==> src/ntd_pkg.sv <==
// shared constants and types for the navigation timing decoder
package ntd_pkg;

  // clock and counter timing
  localparam int CLK_PERIOD_NS = 40;
  localparam int STEP_TIME_NS  = 20000;
  localparam int STEP_CYCLES   = STEP_TIME_NS / CLK_PERIOD_NS;
  localparam int PRESC_W       = 9;
  localparam logic [PRESC_W-1:0] PRESC_LAST =
    PRESC_W'(STEP_CYCLES - 1);
  localparam logic [PRESC_W-1:0] PRESC_RESET = 9'h000;

  // basic time counter
  localparam int CNT_W = 13;
  localparam logic [CNT_W-1:0] CNT_RESET = 13'h0000;
  localparam logic [CNT_W-1:0] CNT_MAX   = 13'h1fff;

  // slew divider
  localparam int DIV_STAGES = 7;
  localparam int SEL_W      = 3;
  localparam logic [DIV_STAGES-1:0] DIV_RESET = 7'h00;

  // sweep-time decode: low bits are ignored in the match
  localparam int LOW_BITS  = 3;
  localparam int CMP_LSB   = LOW_BITS + 1;
  localparam int SWEEP_WIDE_COUNT   = 448;
  localparam int SWEEP_NARROW_COUNT = 224;
  // the two option values differ only at these two counter bits
  localparam int DIFF_BIT_LO = 5;
  localparam int DIFF_BIT_HI = 8;
  localparam logic [CNT_W-1:0] WIDE_VALUE   = CNT_W'(SWEEP_WIDE_COUNT);
  localparam logic [CNT_W-1:0] NARROW_VALUE = CNT_W'(SWEEP_NARROW_COUNT);
  // bits compared in common: upper bits minus the two that differ
  localparam logic [CNT_W-1:0] COMMON_MASK  = 13'h1ed0;

  // encoder reference counts for both channels
  typedef struct packed {
    logic [CNT_W-1:0] x;
    logic [CNT_W-1:0] y;
  } ntd_refs_t;

  localparam ntd_refs_t REFS_RESET = '{x: 13'h0000, y: 13'h0000};

endpackage

==> src/ntd_timing_decode.sv <==
// navigation receiver timing decode: slew divider, sweep gate, triggers
`timescale 1ns/1ns
module ntd_timing_decode (
  input  wire logic                CLK,            // 25 MHz clock
  input  wire logic                RST_N,          // sync reset, low
  input  wire logic                MASTER_TRIGGER, // master trigger pin
  input  wire logic [ntd_pkg::SEL_W-1:0] SPEED_SEL, // slew tap select
  input  wire logic                WIDE_SPACING,   // 1 = wide spacing
  input  wire ntd_pkg::ntd_refs_t  ENC_REFS,       // encoder counts
  output logic                     SLEW_TRIGGER,   // slew one-shot pulse
  output logic                     SWEEP_GATE,     // indicator sweep
  output logic                     AGC_HOLD,       // gain-control hold
  output logic                     X_TRIGGER,      // X delay trigger
  output logic                     Y_TRIGGER,      // Y delay trigger
  output logic [ntd_pkg::CNT_W-1:0] BASIC_COUNT    // basic counter
);

  // pin synchronisers, first stage feeds only the second
  logic                  mt_s1, mt_s2, mt_s3;
  logic                  wide_s1, wide_s2;
  logic [ntd_pkg::SEL_W-1:0] sel_s1, sel_s2;
  ntd_pkg::ntd_refs_t    refs_s1, refs_s2;

  logic [ntd_pkg::PRESC_W-1:0]    presc;
  logic [ntd_pkg::CNT_W-1:0]      count;
  logic [ntd_pkg::DIV_STAGES-1:0] div;
  logic [ntd_pkg::DIV_STAGES:0]   carry;
  logic [ntd_pkg::DIV_STAGES-1:0] tap_rise;

  wire                             mt_pulse;
  wire                             step_tick;
  wire [ntd_pkg::PRESC_W-1:0]      next_presc;
  wire [ntd_pkg::CNT_W-1:0]        next_count;
  wire [ntd_pkg::DIV_STAGES-1:0]   next_div;
  wire [ntd_pkg::SEL_W-1:0]        tap_idx;
  wire                             next_slew;
  wire                             common_hit;
  wire                             wide_hit;
  wire                             narrow_hit;
  wire                             sweep_end;
  wire                             next_sweep;

  // master trigger edge, taken from the second and third stages
  assign mt_pulse = mt_s2 & ~mt_s3;

  always_ff @(posedge CLK) begin
    if (!RST_N) begin
      mt_s1   <= 1'b0;
      mt_s2   <= 1'b0;
      mt_s3   <= 1'b0;
      wide_s1 <= 1'b0;
      wide_s2 <= 1'b0;
      sel_s1  <= '0;
      sel_s2  <= '0;
      refs_s1 <= ntd_pkg::REFS_RESET;
      refs_s2 <= ntd_pkg::REFS_RESET;
    end else begin
      mt_s1   <= MASTER_TRIGGER;
      mt_s2   <= mt_s1;
      mt_s3   <= mt_s2;
      wide_s1 <= WIDE_SPACING;
      wide_s2 <= wide_s1;
      sel_s1  <= SPEED_SEL;
      sel_s2  <= sel_s1;
      refs_s1 <= ENC_REFS;
      refs_s2 <= refs_s1;
    end
  end

  // prescaler makes one step every 20 us; master restarts both
  assign step_tick  = (presc == ntd_pkg::PRESC_LAST);
  assign next_presc = mt_pulse  ? ntd_pkg::PRESC_RESET :
                      step_tick ? ntd_pkg::PRESC_RESET :
                      presc + 9'h001;
  // counter saturates so a missing master cannot re-fire the triggers
  assign next_count = mt_pulse ? ntd_pkg::CNT_RESET :
                      (step_tick && count != ntd_pkg::CNT_MAX) ?
                      count + 13'h0001 : count;

  always_ff @(posedge CLK) begin
    if (!RST_N) begin
      presc <= ntd_pkg::PRESC_RESET;
      count <= ntd_pkg::CNT_RESET;
    end else begin
      presc <= next_presc;
      count <= next_count;
    end
  end

  // ripple divider modelled synchronously: a stage toggles when its
  // input stage falls, i.e. on the carry out of the lower stages
  assign carry[0] = mt_pulse;
  genvar i;
  generate
    for (i = 0; i < ntd_pkg::DIV_STAGES; i++) begin : g_div
      assign carry[i+1]  = carry[i] & div[i];
      assign next_div[i] = div[i] ^ carry[i];
      assign tap_rise[i] = carry[i] & ~div[i];
    end
  endgenerate

  // select values past the last tap use the slowest rate
  assign tap_idx   = (sel_s2 > 3'h6) ? 3'h6 : sel_s2;
  assign next_slew = tap_rise[tap_idx];

  always_ff @(posedge CLK) begin
    if (!RST_N) begin
      div          <= ntd_pkg::DIV_RESET;
      SLEW_TRIGGER <= 1'b0;
    end else begin
      div          <= next_div;
      SLEW_TRIGGER <= next_slew;
    end
  end

  // sweep decode: common bits first, then the two differing stages
  assign common_hit = ((count & ntd_pkg::COMMON_MASK) ==
                       (ntd_pkg::WIDE_VALUE & ntd_pkg::COMMON_MASK));
  assign wide_hit   = common_hit & ~count[ntd_pkg::DIFF_BIT_LO] &
                      count[ntd_pkg::DIFF_BIT_HI];
  assign narrow_hit = common_hit & count[ntd_pkg::DIFF_BIT_LO] &
                      ~count[ntd_pkg::DIFF_BIT_HI];
  assign sweep_end  = wide_s2 ? wide_hit : narrow_hit;
  assign next_sweep = mt_pulse ? 1'b1 : (sweep_end ? 1'b0 : SWEEP_GATE);

  // gain hold is a twin of the sweep so both end on the same edge
  always_ff @(posedge CLK) begin
    if (!RST_N) begin
      SWEEP_GATE <= 1'b0;
      AGC_HOLD   <= 1'b0;
    end else begin
      SWEEP_GATE <= next_sweep;
      AGC_HOLD   <= next_sweep;
    end
  end

  always_ff @(posedge CLK) begin
    if (!RST_N) begin
      BASIC_COUNT <= ntd_pkg::CNT_RESET;
    end else begin
      BASIC_COUNT <= next_count;
    end
  end

  // two channels against the one shared counter
  ntd_coincide u_x_chan (
    .clk     (CLK),
    .rst_n   (RST_N),
    .count   (count),
    .ref_cnt (refs_s2.x),
    .restart (mt_pulse),
    .trig    (X_TRIGGER)
  );

  ntd_coincide u_y_chan (
    .clk     (CLK),
    .rst_n   (RST_N),
    .count   (count),
    .ref_cnt (refs_s2.y),
    .restart (mt_pulse),
    .trig    (Y_TRIGGER)
  );
endmodule

==> src/ntd_coincide.sv <==
// one coincidence channel: thirteen bit comparators and a one-shot
`timescale 1ns/1ns
module ntd_coincide (
  input  wire logic                    clk,       // system clock
  input  wire logic                    rst_n,     // sync reset, low
  input  wire logic [ntd_pkg::CNT_W-1:0] count,   // basic counter
  input  wire logic [ntd_pkg::CNT_W-1:0] ref_cnt, // encoder reference
  input  wire logic                    restart,   // master trigger pulse
  output logic                         trig       // slave delay trigger
);

  logic [ntd_pkg::CNT_W-1:0] bit_eq;
  logic                      fired;
  wire                       eq;
  wire                       next_trig;

  // identical per-bit comparators
  genvar i;
  generate
    for (i = 0; i < ntd_pkg::CNT_W; i++) begin : g_bit
      assign bit_eq[i] = ~(count[i] ^ ref_cnt[i]);
    end
  endgenerate

  assign eq = &bit_eq;
  // count stays equal for a whole step; fired keeps it to one pulse
  assign next_trig = eq & ~fired & ~restart;

  always_ff @(posedge clk) begin
    // start disarmed: the counter counts up from zero after reset, and a zero
    // reference would otherwise fire a trigger before any master arrives
    if (!rst_n) begin
      trig  <= 1'b0;
      fired <= 1'b1;
    end else begin
      trig  <= next_trig;
      fired <= restart ? 1'b0 : (fired | next_trig);
    end
  end
endmodule

==> config.mk <==
export PLATFORM = sky130hd
export DESIGN_NAME = ntd_timing_decode
export DESIGN_NICKNAME = d
export VERILOG_FILES = /design/src/ntd_pkg.sv /design/src/ntd_timing_decode.sv /design/src/ntd_coincide.sv
export SDC_FILE = /design/constraint.sdc
export NUM_CORES = 1
export LEC_CHECK = 0
export ABC_AREA = 1
export BUFFER_PORTS_ARGS = -buffer_cell sky130_fd_sc_hd__buf_2
export CAP_MARGIN = 20
export CELL_PAD_IN_SITES_DETAIL_PLACEMENT = 0
export CELL_PAD_IN_SITES_GLOBAL_PLACEMENT = 1
export CORE_MARGIN = 2
export CORE_UTILIZATION = 41
export CTS_CLUSTER_DIAMETER = 30
export DETAILED_ROUTE_END_ITERATION = 12
export PLACE_DENSITY_LB_ADDON = 0.1
export SLEW_MARGIN = 20
export SYNTH_ARGS = -nofsm -noshare
export SYNTH_HDL_FRONTEND = slang
export SYNTH_SLANG_ARGS = --single-unit
==> constraint.sdc <==
create_clock -name CLK -period 2.65 [get_ports CLK]
set_input_delay 0.3975 -clock CLK [delete_from_list [all_inputs] [get_ports CLK]]
set_output_delay 0.3975 -clock CLK [all_outputs]
set_load 0.01 [all_outputs]
Yosys cells after proc, flatten, opt, wreduce, memory -nomap -nowiden:

Cells that the tools add are included.

* register bits after elaboration: 98
* bits of input ports: 33
* output and inout port bits: 18
* word-level logic and storage cells: 138

* add/subtract/negate cells: 2
* $lt $le $gt $ge: 2
* equality and inequality tests: 3
* mux-type cells: 8
* bitwise logic cells: 97
* reduce and logical (&&, ||, !) cells: 6

Operators by type and width (count)
* $not 1->1: 40
* $xor 1x1->1: 33
* $reduce_and 13->1: 2
* $and 1x1->1: 22
* $add 13x1->13 const B: 1
* $ne 13x13->1 const B: 1
* $add 9x1->9 const B: 1
* $eq 9x9->1 const B: 1
* $eq 7x3->1 const B: 1
* $mux 1: 6
* $lt 3x4->1 const B: 1
* $bmux 1 s3: 1
* $gt 3x3->1 const B: 1
* $mux 3: 1
* $reduce_or 3->1: 1
* $or 1x1->1: 2
* $reduce_bool 2->1: 1
* $reduce_or 2->1: 1
* $logic_and 1x1->1: 1

Logic depth before layout (Yosys ltp):

* word-level depth: 11
* mapped depth: 12
* mapped depth without buffers: 12

Hierarchy:

A second synthesis with hierarchy kept.

* cell total of the unflattened synthesis: 594
* area total of the unflattened synthesis: 4180.3 um^2

Modules (own cells, without submodules)
* ntd_timing_decode: times used 1, cells an instance 440, area each 3507.1 um^2, seq. area each 1881.8 um^2
* ntd_coincide: times used 2, cells an instance 77, area each 336.6 um^2, seq. area each 40.0 um^2

Least setup slack after synthesis:

OpenSTA, ideal clock, no wires.

* kind: flip-flop to flip-flop
* from: reg mt_s2
* to: reg SLEW_TRIGGER
* setup time: 115 ps
* data arrival time: 2038 ps
* data required time: 2535 ps
* path slack: 498 ps
* cell stages (with the launch flop): 13
* buffers on the path: 0
* period minus slack after synthesis: 2152 ps
* path through: dfxtp_1 > inv_1 > nor2_1 > ha_1 > ha_1 > ha_1 > ha_1 > ha_1 > ha_1 > ha_1 > o21ai_0 > a21oi_1 > o21a_1

* longest elaborated chain between the ends: 10
* elaborated cells on any way between the ends: 16
* classes of those cells: mux: 2; bitwise: 14

RTL lines
* start: declaration: line ntd_timing_decode.sv:19 `logic mt_s1, mt_s2, mt_s3;`
* start signal: assignment: line ntd_timing_decode.sv:59 `mt_s2 <= mt_s1;`
* $and 1x1->1 *: line ntd_timing_decode.sv:44 `assign mt_pulse = mt_s2 & ~mt_s3;`
* net mt_pulse: line ntd_timing_decode.sv:30 `wire mt_pulse;`
* $and 1x1->1 (6 in a row): line ntd_timing_decode.sv:96 `assign carry[i+1] = carry[i] & div[i];`
* $and 1x1->1: line ntd_timing_decode.sv:98 `assign tap_rise[i] = carry[i] & ~div[i];`
* $bmux 1 s3 *: line ntd_timing_decode.sv:104 `assign next_slew = tap_rise[tap_idx];`
* $mux 1 (not written as such) *: line ntd_timing_decode.sv:104
* end signal: assignment: line ntd_timing_decode.sv:112 `SLEW_TRIGGER <= next_slew;`
* end: declaration: line ntd_timing_decode.sv:10 `output logic SLEW_TRIGGER,`

The timed path passes the listed nets; every way through them passes the cells marked *. The select of a mux whose other input is x is not followed.
A chain may end at the register's enable or synchronous reset.

Final worst setup path:

Same ends and word-level chain as after synthesis.

==> results.json <==
{
  "status": "finished, final reports clean",
  "post_cts_buffers": 0,
  "reg2reg_slack_ns": 0.35,
  "antenna_found_initial": 0,
  "synthToLayoutAreaGrowth_pct": 12.0,
  "arrival_ns": 2.57,
  "grt_use_total": 0.151,
  "place_congestion": 0.885,
  "postSynthCellCount": 573,
  "tightest_slew_ns": 0.608,
  "maxSlewHeadroom": 0.595,
  "yosysMostFrequentCell": "nand2_1",
  "max_cap_violations": 0,
  "dieArea_mm2": 0.0108,
  "die_w_um": 104,
  "cts_hold_buf": 0,
  "io_buffers": 50,
  "synth_enable_flop_cells": 0,
  "path_clk_slew_ns": 0.11,
  "rsz0062_at_grt": "false",
  "syn_nets": 621,
  "p_per_area_mw_per_mm2": 557,
  "grtUsageMet2": 0.230,
  "yosysTopAreaCell": "dfxtp_1",
  "rows": 36,
  "hpwl_um": 5760,
  "grt_pass1_vias": 2891,
  "grt_pass1_wl_um": 13300,
  "r2r-end": "SLEW_TRIGGER$_SDFF_PN0_",
  "synth_top_area_frac": 0.478,
  "hold_start": "MASTER_TRIGGER",
  "die_y_um": 104,
  "wirelength_um": 7720,
  "design_area_mm2": 0.00460,
  "fin_util": 0.473,
  "path_class": "reg2reg",
  "synthTopCellsByCount": "193 x nand2_1, 126 x inv_1, 98 x dfxtp_1, 40 x nor2_1, 18 x a21oi_1",
  "pin_count": 51,
  "setup_tns_ns": 0,
  "syn_area_mm2": 0.00411,
  "period_minus_slack_ns": 2.30,
  "cts.repair.resized": 0,
  "whs_path_depth": 3,
  "start_util": 0.422,
  "setup_viol": 0,
  "synth-seq-area-share": 0.478,
  "drt_iter0_drc": 76,
  "synth_area_leaders": "dfxtp_1 48%, nand2_1 18%, inv_1 12%, ha_1 4.6%, nor2_1 3.7%",
  "cp_max_fo": 4,
  "yosysWarningCount": 0,
  "cts.sinks": 98,
  "hold_path.class": "in2reg",
  "dpl_cell_area_mm2": 0.00442,
  "leakage_nw": 2.54,
  "dr.pass1.iters": 4,
  "async_flop_share": 0,
  "clk_latency_ns": 0.36,
  "h-tree-depth": 3,
  "tritoncts": "done",
  "cts_buffers": 9,
  "cts-root-buf": "clkbuf_8",
  "nNetsFinal": 666,
  "grt_busiest_layer": "met2",
  "rr_worst_depth": 12,
  "fmax_mhz": 435,
  "vdd_drop_max_mv": 0.251,
  "nFillCells": 1055,
  "grt_overflow": 0,
  "wire_per_inst_um": 10.2,
  "drt.antenna.violating_nets": 0,
  "holdPathEnd": "mt_s1$_SDFF_PN0_",
  "grt_max_degree": 67,
  "slew_viol_final": 0,
  "core-area_mm2": 0.00973,
  "reg2reg_from": "mt_s2$_SDFF_PN0_",
  "avgSynthCellArea_um2": 7.16,
  "clk_path_buf_depth": 2,
  "endpoint_kind": "register",
  "grtUsageMet3": 0.0420,
  "drive_gt1_frac": 0.135,
  "viasPerCell": 4.15,
  "route.detailed.drc": 0,
  "via_count": 3137,
  "clock_skew_ns": 0.0188,
  "diodes": 0,
  "ys.flop_type": "dfxtp_1",
  "met1_usage": 0.206,
  "start_kind": "register",
  "cp_data_required_time_ns": 2.92,
  "synth_cell_type_count": 30,
  "finalHoldViolCount": 0,
  "period_share": 0.867,
  "ys_ff_latch": 98
}
-- metrics by stage --
stage	setup WS [ns]	total power [mW]	instances	hold WS, ns
after floorplan	0.498	1.67	573	0.390
after global placement	0.436	1.72	740	0.394
after detailed placement	0.336	1.73	740	0.397
after CTS	0.330	2.61	756	0.192
after global routing	0.203	2.70	756	0.203
final	0.352	2.56	756	0.211
-- worst max-delay path: stages (launching register included) --
cell	delay, ns
dfxtp_1	0.32
inv_1	0.04
nor2_1	0.08
ha_1	0.22
ha_1	0.21
ha_1	0.20
ha_1	0.21
ha_1	0.20
ha_1	0.18
ha_1	0.18
o21ai_0	0.16
a21oi_1	0.06
o21a_1	0.16
-- where the power goes --
group	internal [mW]	switching (mW)
Clock	0.352	0.520
Combinational	0.0585	0.0832
Sequential	1.52	0.0220
Total	1.94	0.625
-- layout by cell type (no fill, tap or decap), types with 2 or more instances in the layout --
cell	n
a21oi_2	2
buf_2	50
inv_6	3
nor2_2	2
o21ai_0	8
nand2_4	2
nand4_1	6
nor3_1	6
ha_1	15
clkbuf_8	9
nor2_1	40
nand3_1	17
xnor2_1	2
a21oi_1	18
clkinv_2	2
nand2_2	5
inv_1	126
dfxtp_1	98
xor2_1	5
nand2_1	193
inv_2	3
-- registers in the layout (all words and copies together) (netlist names), 3 cells and up --
signal and count:
BASIC_COUNT 13, refs_s1 26, div 7, sel_s2 3, refs_s2 26, presc 9, sel_s1 3
-- worst max-delay path by stage --
stage | startpoint | cells past startpoint | endpoint | slack (ns)
after detailed placement | mt_s2$_SDFF_PN0_ | 12 | SLEW_TRIGGER$_SDFF_PN0_ | 0.34
after CTS | mt_s2$_SDFF_PN0_ | 12 | SLEW_TRIGGER$_SDFF_PN0_ | 0.33
after global placement | mt_s2$_SDFF_PN0_ | 12 | SLEW_TRIGGER$_SDFF_PN0_ | 0.44
final | mt_s2$_SDFF_PN0_ | 12 | SLEW_TRIGGER$_SDFF_PN0_ | 0.35
after floorplan | mt_s2$_SDFF_PN0_ | 12 | SLEW_TRIGGER$_SDFF_PN0_ | 0.50
after global routing | mt_s2$_SDFF_PN0_ | 12 | SLEW_TRIGGER$_SDFF_PN0_ | 0.20
-- cells by family (layout without fill, tap and decap cells) --
family                     after synthesis  after routing  share of synthesized area
and+or+nand+nor                        275            275                      0.275
buffers and inverters                  147            197                      0.145
DFF                                     98             98                      0.478
AOI/OAI and AO/OA                       30             30                     0.0396
adders and majority gates               15             15                     0.0457
xor gates and xnor gates                 7              7                     0.0149
muxes                                    1              1                    0.00244
-- layout make-up --
type | instances | area [µm²] | share of cell area
flip-flops and latches | 98 | 1960 | 0.427
multi-input cells | 328 | 1550 | 0.337
inverters | 130 | 489 | 0.106
repair buffers | 51 | 258 | 0.0560
well taps | 133 | 166 | 0.0362
clock buffers | 10 | 128 | 0.0277
clock inverters | 6 | 47.5 | 0.0103
-- layer usage --
layer	wire [µm]	share of wire
met1	4040	0.52
met5	0	0
met3	367	0.048
met2	3200	0.41
met4	111	0.014
Note: power is estimated with default switching activity, not from simulation.
